[src/include/exec_pkg.sv]
// shared constants and opcode type for the control-flow execution unit
package exec_pkg;

  // decoded control-flow and compare operations
  typedef enum logic [4:0] {
    OP_RELATIVE_JUMP_LINK,
    OP_POINTER_JUMP_LINK,
    OP_DIRECT_JUMP_LINK,
    OP_POP_TO_PC_EXIT,
    OP_INTERRUPT_EXIT,
    OP_EQUAL_SKIP,
    OP_COMPARE,
    OP_COMPARE_WITH_BORROW,
    OP_COMPARE_IMMEDIATE,
    OP_REG_BIT_CLEAR_SKIP,
    OP_REG_BIT_SET_SKIP,
    OP_IO_BIT_CLEAR_SKIP,
    OP_IO_BIT_SET_SKIP,
    OP_FLAG_SET_BRANCH,
    OP_FLAG_CLEAR_BRANCH,
    OP_ZERO_SET_BRANCH,
    OP_ZERO_CLEAR_BRANCH,
    OP_CARRY_SET_BRANCH,
    OP_CARRY_CLEAR_BRANCH,
    OP_UNSIGNED_GE_BRANCH,
    OP_UNSIGNED_LT_BRANCH,
    OP_NEGATIVE_BRANCH,
    OP_NONNEGATIVE_BRANCH,
    OP_SIGNED_GE_BRANCH,
    OP_SIGNED_LT_BRANCH,
    OP_HALF_CARRY_SET_BRANCH,
    OP_HALF_CARRY_CLEAR_BRANCH,
    OP_TRANSFER_BIT_SET_BRANCH,
    OP_TRANSFER_BIT_CLEAR_BRANCH
  } op_t;

  // bit positions inside status_flags_reg
  localparam logic [2:0] FLAG_C = 3'h0;
  localparam logic [2:0] FLAG_Z = 3'h1;
  localparam logic [2:0] FLAG_N = 3'h2;
  localparam logic [2:0] FLAG_V = 3'h3;
  localparam logic [2:0] FLAG_S = 3'h4;
  localparam logic [2:0] FLAG_H = 3'h5;
  localparam logic [2:0] FLAG_T = 3'h6;
  localparam logic [2:0] FLAG_I = 3'h7;

  // cycle counts per operation class
  localparam logic [2:0] CYC_REL_LINK   = 3'h3;
  localparam logic [2:0] CYC_PTR_LINK   = 3'h3;
  localparam logic [2:0] CYC_DIR_LINK   = 3'h4;
  localparam logic [2:0] CYC_RETURN     = 3'h4;
  localparam logic [2:0] CYC_SINGLE     = 3'h1;
  localparam logic [2:0] CYC_BR_TAKEN   = 3'h2;
  localparam logic [2:0] CYC_SKIP_ONE   = 3'h2;
  localparam logic [2:0] CYC_SKIP_TWO   = 3'h3;

  // program counter advances
  localparam logic [1:0] ADV_NEXT     = 2'h1;
  localparam logic [1:0] ADV_SKIP_ONE = 2'h2;
  localparam logic [1:0] ADV_SKIP_TWO = 2'h3;

  // reset values of the registered outputs
  localparam logic [7:0] FLAGS_RESET = 8'h00;

endpackage

[src/hw/branch_skip_call_exec.sv]
// execution unit for calls, returns, compares, skips and conditional branches
`timescale 1ns/100ps

// Contract
// RULE_01 - calls push return, jump in 3/3/4 cycles
// RULE_02 - returns pop PC in 4; interrupt exit sets I
// RULE_03 - equal_skip skips next instruction when registers equal
// RULE_04 - compares set Z N V C H, no write, 1 cycle
// RULE_05 - reg_bit_clear_skip skips when register bit is 0
// RULE_06 - reg_bit_set_skip skips when register bit is 1
// RULE_07 - io_bit_clear_skip skips when I/O bit is 0
// RULE_08 - io_bit_set_skip skips when I/O bit is 1
// RULE_09 - flag_set_branch taken when selected flag is 1
// RULE_10 - flag_clear_branch taken when selected flag is 0
// RULE_11 - zero branches follow Z, 1 or 2 cycles
// RULE_12 - carry and unsigned branches follow C
// RULE_13 - negative branches follow N
// RULE_14 - signed branches follow N xor V
// RULE_15 - half-carry branches follow H
// RULE_16 - transfer-bit branches follow T
// RULE_17 - skip one word: 2 cycles; two words: 3
module branch_skip_call_exec #(
  parameter int PC_W = 16
) (
  input  wire logic              core_clk,
  input  wire logic              rst_n,
  input  wire logic              op_valid,
  input  wire exec_pkg::op_t     op,
  input  wire logic [PC_W-1:0]   pc_in,
  input  wire logic [11:0]       rel_offset,
  input  wire logic [PC_W-1:0]   abs_target,
  input  wire logic [PC_W-1:0]   z_pointer,
  input  wire logic [7:0]        rd_val,
  input  wire logic [7:0]        rr_val,
  input  wire logic [7:0]        imm_val,
  input  wire logic [2:0]        bit_sel,
  input  wire logic [2:0]        flag_sel,
  input  wire logic [7:0]        io_data,
  input  wire logic [7:0]        status_in,
  input  wire logic              next_is_two_word,
  input  wire logic [PC_W-1:0]   stack_data,
  output logic                   busy,
  output logic                   done,
  output logic [PC_W-1:0]        pc_out,
  output logic                   flags_we,
  output logic [7:0]             flags_out,
  output logic                   push_valid,
  output logic [PC_W-1:0]        push_data,
  output logic                   pop_req,
  output logic                   skip_taken,
  output logic                   branch_taken
);

  // elaboration check: relative offsets must fit the program counter
  if (PC_W < 12 || PC_W > 32) begin : g_bad_pc_w
    $error("PC_W must lie between 12 and 32");
  end

  logic            issue;
  logic [PC_W-1:0] rel_ext;
  logic [PC_W-1:0] next_target;
  logic [2:0]      next_cycles;
  logic [7:0]      next_flags;
  logic            next_flags_we;
  logic            next_push;
  logic [PC_W-1:0] next_push_data;
  logic            next_pop;
  logic            next_skip;
  logic            next_branch;
  logic            cond;
  logic            is_skip;
  logic            is_branch;
  logic [7:0]      cmp_b;
  logic            cmp_borrow;
  logic [8:0]      cmp_diff;
  logic [7:0]      cmp_res;
  logic [1:0]      skip_adv;
  logic [2:0]      skip_cyc;

  // pending results held while a multi-cycle operation runs
  logic [2:0]      cnt;
  logic [PC_W-1:0] target;
  logic [7:0]      flags_pend;
  logic            flags_we_pend;
  logic            skip_pend;
  logic            branch_pend;
  logic            pop_wait;
  logic            ret_pend;

  assign issue   = op_valid && !busy;
  assign rel_ext = {{(PC_W-12){rel_offset[11]}}, rel_offset};

  // compare datapath: subtract without writing back
  always_comb begin
    cmp_b      = (op == exec_pkg::OP_COMPARE_IMMEDIATE) ? imm_val : rr_val;
    cmp_borrow = (op == exec_pkg::OP_COMPARE_WITH_BORROW) && status_in[exec_pkg::FLAG_C];
    cmp_diff   = {1'b0, rd_val} - {1'b0, cmp_b} - {8'h00, cmp_borrow}; // [RULE_04]
    cmp_res    = cmp_diff[7:0];
  end

  // skip length depends on the width of the instruction being skipped
  always_comb begin
    skip_adv = next_is_two_word ? exec_pkg::ADV_SKIP_TWO : exec_pkg::ADV_SKIP_ONE; // [RULE_17]
    skip_cyc = next_is_two_word ? exec_pkg::CYC_SKIP_TWO : exec_pkg::CYC_SKIP_ONE; // [RULE_17]
  end

  // condition for every skip and branch
  always_comb begin
    cond      = 1'b0;
    is_skip   = 1'b0;
    is_branch = 1'b0;
    case (op)
      exec_pkg::OP_EQUAL_SKIP: begin
        is_skip = 1'b1;
        cond    = (rd_val == rr_val); // [RULE_03]
      end
      exec_pkg::OP_REG_BIT_CLEAR_SKIP: begin
        is_skip = 1'b1;
        cond    = !rr_val[bit_sel]; // [RULE_05]
      end
      exec_pkg::OP_REG_BIT_SET_SKIP: begin
        is_skip = 1'b1;
        cond    = rr_val[bit_sel]; // [RULE_06]
      end
      exec_pkg::OP_IO_BIT_CLEAR_SKIP: begin
        is_skip = 1'b1;
        cond    = !io_data[bit_sel]; // [RULE_07]
      end
      exec_pkg::OP_IO_BIT_SET_SKIP: begin
        is_skip = 1'b1;
        cond    = io_data[bit_sel]; // [RULE_08]
      end
      exec_pkg::OP_FLAG_SET_BRANCH: begin
        is_branch = 1'b1;
        cond      = status_in[flag_sel]; // [RULE_09]
      end
      exec_pkg::OP_FLAG_CLEAR_BRANCH: begin
        is_branch = 1'b1;
        cond      = !status_in[flag_sel]; // [RULE_10]
      end
      exec_pkg::OP_ZERO_SET_BRANCH: begin
        is_branch = 1'b1;
        cond      = status_in[exec_pkg::FLAG_Z]; // [RULE_11]
      end
      exec_pkg::OP_ZERO_CLEAR_BRANCH: begin
        is_branch = 1'b1;
        cond      = !status_in[exec_pkg::FLAG_Z]; // [RULE_11]
      end
      exec_pkg::OP_CARRY_SET_BRANCH, exec_pkg::OP_UNSIGNED_LT_BRANCH: begin
        is_branch = 1'b1;
        cond      = status_in[exec_pkg::FLAG_C]; // [RULE_12]
      end
      exec_pkg::OP_CARRY_CLEAR_BRANCH, exec_pkg::OP_UNSIGNED_GE_BRANCH: begin
        is_branch = 1'b1;
        cond      = !status_in[exec_pkg::FLAG_C]; // [RULE_12]
      end
      exec_pkg::OP_NEGATIVE_BRANCH: begin
        is_branch = 1'b1;
        cond      = status_in[exec_pkg::FLAG_N]; // [RULE_13]
      end
      exec_pkg::OP_NONNEGATIVE_BRANCH: begin
        is_branch = 1'b1;
        cond      = !status_in[exec_pkg::FLAG_N]; // [RULE_13]
      end
      exec_pkg::OP_SIGNED_GE_BRANCH: begin
        is_branch = 1'b1;
        cond      = !(status_in[exec_pkg::FLAG_N] ^ status_in[exec_pkg::FLAG_V]); // [RULE_14]
      end
      exec_pkg::OP_SIGNED_LT_BRANCH: begin
        is_branch = 1'b1;
        cond      = status_in[exec_pkg::FLAG_N] ^ status_in[exec_pkg::FLAG_V]; // [RULE_14]
      end
      exec_pkg::OP_HALF_CARRY_SET_BRANCH: begin
        is_branch = 1'b1;
        cond      = status_in[exec_pkg::FLAG_H]; // [RULE_15]
      end
      exec_pkg::OP_HALF_CARRY_CLEAR_BRANCH: begin
        is_branch = 1'b1;
        cond      = !status_in[exec_pkg::FLAG_H]; // [RULE_15]
      end
      exec_pkg::OP_TRANSFER_BIT_SET_BRANCH: begin
        is_branch = 1'b1;
        cond      = status_in[exec_pkg::FLAG_T]; // [RULE_16]
      end
      exec_pkg::OP_TRANSFER_BIT_CLEAR_BRANCH: begin
        is_branch = 1'b1;
        cond      = !status_in[exec_pkg::FLAG_T]; // [RULE_16]
      end
      default: begin
        cond = 1'b0;
      end
    endcase
  end

  // target, cycle count, flags and stack traffic for the issued operation
  always_comb begin
    next_target    = pc_in + PC_W'(exec_pkg::ADV_NEXT);
    next_cycles    = exec_pkg::CYC_SINGLE;
    next_flags     = status_in;
    next_flags_we  = 1'b0;
    next_push      = 1'b0;
    next_push_data = pc_in + PC_W'(exec_pkg::ADV_NEXT);
    next_pop       = 1'b0;
    next_skip      = is_skip && cond;
    next_branch    = is_branch && cond;
    case (op)
      exec_pkg::OP_RELATIVE_JUMP_LINK: begin
        next_target = pc_in + rel_ext + PC_W'(exec_pkg::ADV_NEXT); // [RULE_01]
        next_cycles = exec_pkg::CYC_REL_LINK;
        next_push   = 1'b1;
      end
      exec_pkg::OP_POINTER_JUMP_LINK: begin
        next_target = z_pointer; // [RULE_01]
        next_cycles = exec_pkg::CYC_PTR_LINK;
        next_push   = 1'b1;
      end
      exec_pkg::OP_DIRECT_JUMP_LINK: begin
        next_target    = abs_target; // [RULE_01]
        next_cycles    = exec_pkg::CYC_DIR_LINK;
        next_push      = 1'b1;
        next_push_data = pc_in + PC_W'(exec_pkg::ADV_SKIP_ONE); // two-word call
      end
      exec_pkg::OP_POP_TO_PC_EXIT: begin
        next_cycles = exec_pkg::CYC_RETURN; // [RULE_02]
        next_pop    = 1'b1;
      end
      exec_pkg::OP_INTERRUPT_EXIT: begin
        next_cycles                  = exec_pkg::CYC_RETURN; // [RULE_02]
        next_pop                     = 1'b1;
        next_flags[exec_pkg::FLAG_I] = 1'b1; // [RULE_02]
        next_flags_we                = 1'b1;
      end
      exec_pkg::OP_COMPARE, exec_pkg::OP_COMPARE_WITH_BORROW,
      exec_pkg::OP_COMPARE_IMMEDIATE: begin
        next_flags_we                = 1'b1; // [RULE_04]
        next_flags[exec_pkg::FLAG_C] = cmp_diff[8];
        next_flags[exec_pkg::FLAG_N] = cmp_res[7];
        next_flags[exec_pkg::FLAG_V] = (rd_val[7] & ~cmp_b[7] & ~cmp_res[7])
                                     | (~rd_val[7] & cmp_b[7] & cmp_res[7]);
        next_flags[exec_pkg::FLAG_S] = next_flags[exec_pkg::FLAG_N] ^ next_flags[exec_pkg::FLAG_V];
        next_flags[exec_pkg::FLAG_H] = (~rd_val[3] & cmp_b[3]) | (cmp_b[3] & cmp_res[3])
                                     | (cmp_res[3] & ~rd_val[3]);
        // borrow form keeps Z only if it was already set
        next_flags[exec_pkg::FLAG_Z] = (cmp_res == 8'h00) &&
          ((op != exec_pkg::OP_COMPARE_WITH_BORROW) || status_in[exec_pkg::FLAG_Z]);
      end
      default: begin
        if (next_skip) begin
          next_target = pc_in + PC_W'(skip_adv); // [RULE_17]
          next_cycles = skip_cyc;
        end else if (next_branch) begin
          next_target = pc_in + rel_ext + PC_W'(exec_pkg::ADV_NEXT);
          next_cycles = exec_pkg::CYC_BR_TAKEN;
        end
      end
    endcase
  end

  // cycle counter and busy flag
  always_ff @(posedge core_clk or negedge rst_n) begin
    if (!rst_n) begin
      busy <= 1'b0;
      cnt  <= 3'h0;
    end else if (issue) begin
      busy <= (next_cycles != exec_pkg::CYC_SINGLE);
      cnt  <= next_cycles - 3'h1;
    end else if (busy) begin
      cnt  <= cnt - 3'h1;
      busy <= (cnt != 3'h1);
    end
  end

  // pending results captured at issue, return address taken from the stack
  always_ff @(posedge core_clk or negedge rst_n) begin
    if (!rst_n) begin
      target        <= '0;
      flags_pend    <= exec_pkg::FLAGS_RESET;
      flags_we_pend <= 1'b0;
      skip_pend     <= 1'b0;
      branch_pend   <= 1'b0;
      ret_pend      <= 1'b0;
    end else if (issue) begin
      target        <= next_target;
      flags_pend    <= next_flags;
      flags_we_pend <= next_flags_we;
      skip_pend     <= next_skip;
      branch_pend   <= next_branch;
      ret_pend      <= next_pop;
    end else if (pop_wait) begin
      target <= stack_data; // [RULE_02]
    end
  end

  // stack requests go out in the cycle after issue
  always_ff @(posedge core_clk or negedge rst_n) begin
    if (!rst_n) begin
      push_valid <= 1'b0;
      push_data  <= '0;
      pop_req    <= 1'b0;
      pop_wait   <= 1'b0;
    end else begin
      push_valid <= issue && next_push; // [RULE_01]
      pop_req    <= issue && next_pop; // [RULE_02]
      pop_wait   <= pop_req;
      if (issue && next_push) begin
        push_data <= next_push_data;
      end
    end
  end

  // completion: one-cycle operations finish at once, others when the count ends
  always_ff @(posedge core_clk or negedge rst_n) begin
    if (!rst_n) begin
      done         <= 1'b0;
      pc_out       <= '0;
      flags_we     <= 1'b0;
      flags_out    <= exec_pkg::FLAGS_RESET;
      skip_taken   <= 1'b0;
      branch_taken <= 1'b0;
    end else if (issue && next_cycles == exec_pkg::CYC_SINGLE) begin
      done         <= 1'b1; // [RULE_04]
      pc_out       <= next_target;
      flags_we     <= next_flags_we;
      flags_out    <= next_flags;
      skip_taken   <= 1'b0;
      branch_taken <= 1'b0;
    end else if (busy && cnt == 3'h1) begin
      done         <= 1'b1;
      pc_out       <= (ret_pend && pop_wait) ? stack_data : target;
      flags_we     <= flags_we_pend;
      flags_out    <= flags_pend;
      skip_taken   <= skip_pend;
      branch_taken <= branch_pend;
    end else begin
      done         <= 1'b0;
      flags_we     <= 1'b0;
      skip_taken   <= 1'b0;
      branch_taken <= 1'b0;
    end
  end

endmodule

[config.mk]
export PLATFORM = sky130hd
export DESIGN_NAME = branch_skip_call_exec
export DESIGN_NICKNAME = d
export VERILOG_FILES = /design/src/include/exec_pkg.sv /design/src/hw/branch_skip_call_exec.sv
export SDC_FILE = /design/constraint.sdc
export NUM_CORES = 1
export LEC_CHECK = 0
export ABC_CLOCK_PERIOD_IN_PS = 2510
export BUFFER_PORTS_ARGS = -buffer_cell sky130_fd_sc_hd__buf_2
export CORE_MARGIN = 2
export CORE_UTILIZATION = 50
export DETAILED_ROUTE_END_ITERATION = 10
export PLACE_DENSITY = 0.86
export SYNTH_ARGS = -nofsm -noshare
export SYNTH_HDL_FRONTEND = slang
export SYNTH_SLANG_ARGS = --single-unit
[constraint.sdc]
create_clock -name core_clk -period 2.51 [get_ports core_clk]
set_clock_uncertainty 0.05 [all_clocks]
set_input_delay 0.502 -clock core_clk [delete_from_list [all_inputs] [get_ports core_clk]]
set_output_delay 0.502 -clock core_clk [all_outputs]
set_load 0.02 [all_outputs]
==> out/metrics.yaml <==
die:
  rows: 43
  ioPinCount: 178
  core_area_um2: 13900
  dieArea_um2: 15300
  die_h_um: 124
  die_w_um: 124
  initial_core_util: 0.515
timing:
  rsz0062_at_grt: "true"
  finalCriticalPeriod_ps: 3280
  clock.fmax_mhz: 305
  slew_viol_final: 0
  maxSlewHeadroom: 0.433
  period_share: 1.31
  setup_viol: 55
  hold_viol: 0
  worst_slack_ps: -773
  worst_pin_slew_ps: 848
synth:
  synth_edf_count: 0
  syn-num-nets: 1048
  synth_seq_cells: 79
  syn_avg_cell_area_um2: 8.21
  ys_types: 70
  ys_async_sr_fraction: 1.00
  ys_warn_count: 0
  netlist_top_cells_area: "dfrtp_1, ha_1, nand2_1"
  synthCells: 875
  synth.top_cell.area_share: 0.275
  yosysSeqAreaShare: 0.275
  yosys.area.top_type: "dfrtp_1"
  synth_ff_type: "dfrtp_1"
  syn_area_um2: 7180
final_layout:
  final_cell_mix: "buf_4, buf_2, nand2_1, dfrtp_1, nor2_1"
  layout_commonest_cell: "buf_4"
  fillers: 784
  design_area_um2: 11100
  syn_to_final_growth_pct: 54.7
  nNetsFinal: 1404
  instances_no_fill: 1417
  drive_above_1_share: 0.452
grt:
  grt_pass1_vias: 8752
  grt_pass1_wl_um: 43600
  overflow: 0
  antenna_found_initial: 1
  grt_use_total: 0.367
  grt_max_degree: 44
placement:
  placed_area_um2: 9670
  gp_congestion: 1.01
  post-place-cells: 1370
  io_buffers: 177
  hpwl_um: 19500
route:
  vias_per_cell: 6.49
  drtIter0Drc: 1301
  wl_per_cell_um: 22.4
  drt_first_pass_iters: 8
  drc: 0
  drtAntennaViolNets: 0
  drt-total-wl_um: 31700
  num_vias: 9197
setup_path:
  reg2reg_depth: 3
  critical-path-max-stage-delay_ps: 490
  cp.arrival_ps: 3490
  end_kind: "register"
  crit_type: "input pin to register"
  timing.rr.end: "pc_out[3]$_DFFE_PN0P_"
  r2r-start: "ret_pend$_DFFE_PN0P_"
  cp_slowest_cell: "mux4_2"
  worstPathRequired_ps: 2720
  worstPathCellList: "buf_8 -> mux4_2 -> mux2i_2 -> buf_4 -> mux2i_1 -> a2111o_1 -> buf_6 -> buf_6 -> and3_4 -> buf_12 -> o211ai_1 -> nand3b_1 -> a221o_1 -> o221ai_2"
  critPathLaunch: "flag_sel[2]"
  crit_path_end: "pc_out[3]$_DFFE_PN0P_"
  crit_top_cell: "buf_6"
  worst-path-max-fanout: 8
  reg2reg_setup_slack_ps: 550
  cp-start-kind: "input pin"
outcome:
  outcome: "complete, but fails checks"
  violations: "setup timing"
run:
  drv_cap: 0
power_and_ir_drop:
  power_density_nw_per_um2: 714
  vdd_drop_max_v: 0.000432
  leakage_nw: 5.29
clock_tree:
  cts_tree: "done"
  clock_latency_ps: 360
  clk_pin_slew_ps: 70
  h-tree-depth: 3
  cts_buffer_depth: 2
  hold_buffers: 0
  clock-root-buffer: "clkbuf_16"
  cts_sinks: 79
  cts_buffers: 9
hold_path:
  hold_path_class: "input pin to async pin"
## kinds of logic after synthesis
group / count (synthesis) / synth area share
adders and majority gates: 42 / 0.0763
muxes: 45 / 0.0770
and+or+nand+nor: 273 / 0.179
DFF: 79 / 0.275
xor gates and xnor gates: 61 / 0.0744
buffers and inverters: 100 / 0.0558
AOI/OAI and AO/OA: 275 / 0.262
## stage by stage
| step | utilization | power, W | setup WS [ps] | hold slack [ps] | setup TNS (ps) |
|---|---|---|---|---|---|
| 2_1_floorplan | - | 0.00409 | -1160 | 156 | -35460 |
| 3_3_place_gp | 0.694 | 0.00527 | -1040 | 305 | -41910 |
| 3_5_place_dp | 0.694 | 0.00543 | -1200 | 308 | -50450 |
| 4_1_cts | 0.772 | 0.00736 | -705 | 114 | -23930 |
| 5_1_grt | 0.797 | 0.00824 | -890 | 144 | -35020 |
| 6_report | 0.797 | 0.00792 | -773 | 95.2 | -30700 |
## flip-flops by register name (all words and copies together) (netlist names), 3 cells and up
register,cells
push_data,16
flags_out,8
cnt,3
flags_pend,8
pc_out,16
target,16
## cell type report
type                            instances  area (um2)  area share
Clock inverter                          6        68.8     0.00620
Multi-Input combinational cell        696        5560       0.501
Clock buffer                           10         239      0.0215
Antenna cell                            1        2.50    0.000225
Sequential cell                        79        1980       0.178
Tap cell                              180         225      0.0203
Timing Repair Buffer                  402        2870       0.258
Inverter                               43         166      0.0150
## what timing repair did
action / 4_1_cts / 5_1_grt
resized for setup: 145 / 61
endpoints found under the hold margin: 0 / 0
setup endpoints to repair: 54 / 56
pin swaps: 68 / 50
gates cloned: 2 / 1
buffers inserted: 23 / 14
## worst min-delay path by stage
| stage | to | from | depth (start not counted) | slack (ps) |
|---|---|---|---|---|
| finish | push_data[6]$_DFFE_PN0P_ | rst_n | 1 | 100 |
| detailed placement | pop_wait$_DFF_PN0_ | pop_req$_DFF_PN0_ | 0 | 310 |
| CTS | push_data[10]$_DFFE_PN0P_ | rst_n | 1 | 110 |
| global route | push_data[12]$_DFFE_PN0P_ | rst_n | 1 | 140 |
| floorplan | branch_pend$_DFFE_PN0P_ | rst_n | 0 | 160 |
| global placement | pop_wait$_DFF_PN0_ | pop_req$_DFF_PN0_ | 0 | 300 |
## cell usage after synthesis (3+ instances only)
| master | count |
|---|---|
| o221ai_1 | 20 |
| nor3_1 | 18 |
| clkbuf_1 | 47 |
| a221oi_1 | 18 |
| mux2_2 | 10 |
| xor2_1 | 32 |
| nand4_1 | 4 |
| inv_1 | 43 |
| o21a_1 | 11 |
| mux4_1 | 4 |
| o31ai_1 | 7 |
| and2_1 | 6 |
| nand2b_1 | 10 |
| fa_1 | 3 |
| a22oi_1 | 7 |
| and3_1 | 6 |
| nand3_1 | 28 |
| or2_2 | 7 |
| xnor2_1 | 29 |
| nor2b_1 | 27 |
| a21boi_0 | 6 |
| mux2i_1 | 29 |
| a211oi_1 | 19 |
| o21ai_0 | 58 |
| nor2_1 | 55 |
| a21oi_1 | 62 |
| o211ai_1 | 9 |
| dfrtp_1 | 79 |
| a21o_1 | 11 |
| a31oi_1 | 7 |
| ha_1 | 39 |
| a221o_1 | 7 |
| nand2_1 | 98 |
| buf_1 | 5 |
| nand3b_1 | 3 |
| nor4_1 | 3 |
| o211a_1 | 4 |
## worst max-delay path: cells and delay by family
kind                   cells  cell delay [ps]
buffers and inverters      5              650
AOI/OAI and AO/OA          4             1250
and+or+nand+nor            2              300
muxes                      3              780
## where the power goes
group / switching [W] / internal [W] / leakage (nW)
registers: 0.000401 / 0.00181 / 0.979
clock network: 0.000576 / 0.000803 / 0.149
logic: 0.00245 / 0.00188 / 4.16
total: 0.00343 / 0.00450 / 5.29
## per-layer routing
metal,routed length [um],track usage,vias to the layer above
li1,-,-,3908
met1,10600,0.417,4227
met2,14900,0.641,802
met3,3660,0.0833,258
met4,2510,0.193,2
met5,13,0,-
No activity file was read; power rests on OpenSTA's default activity.
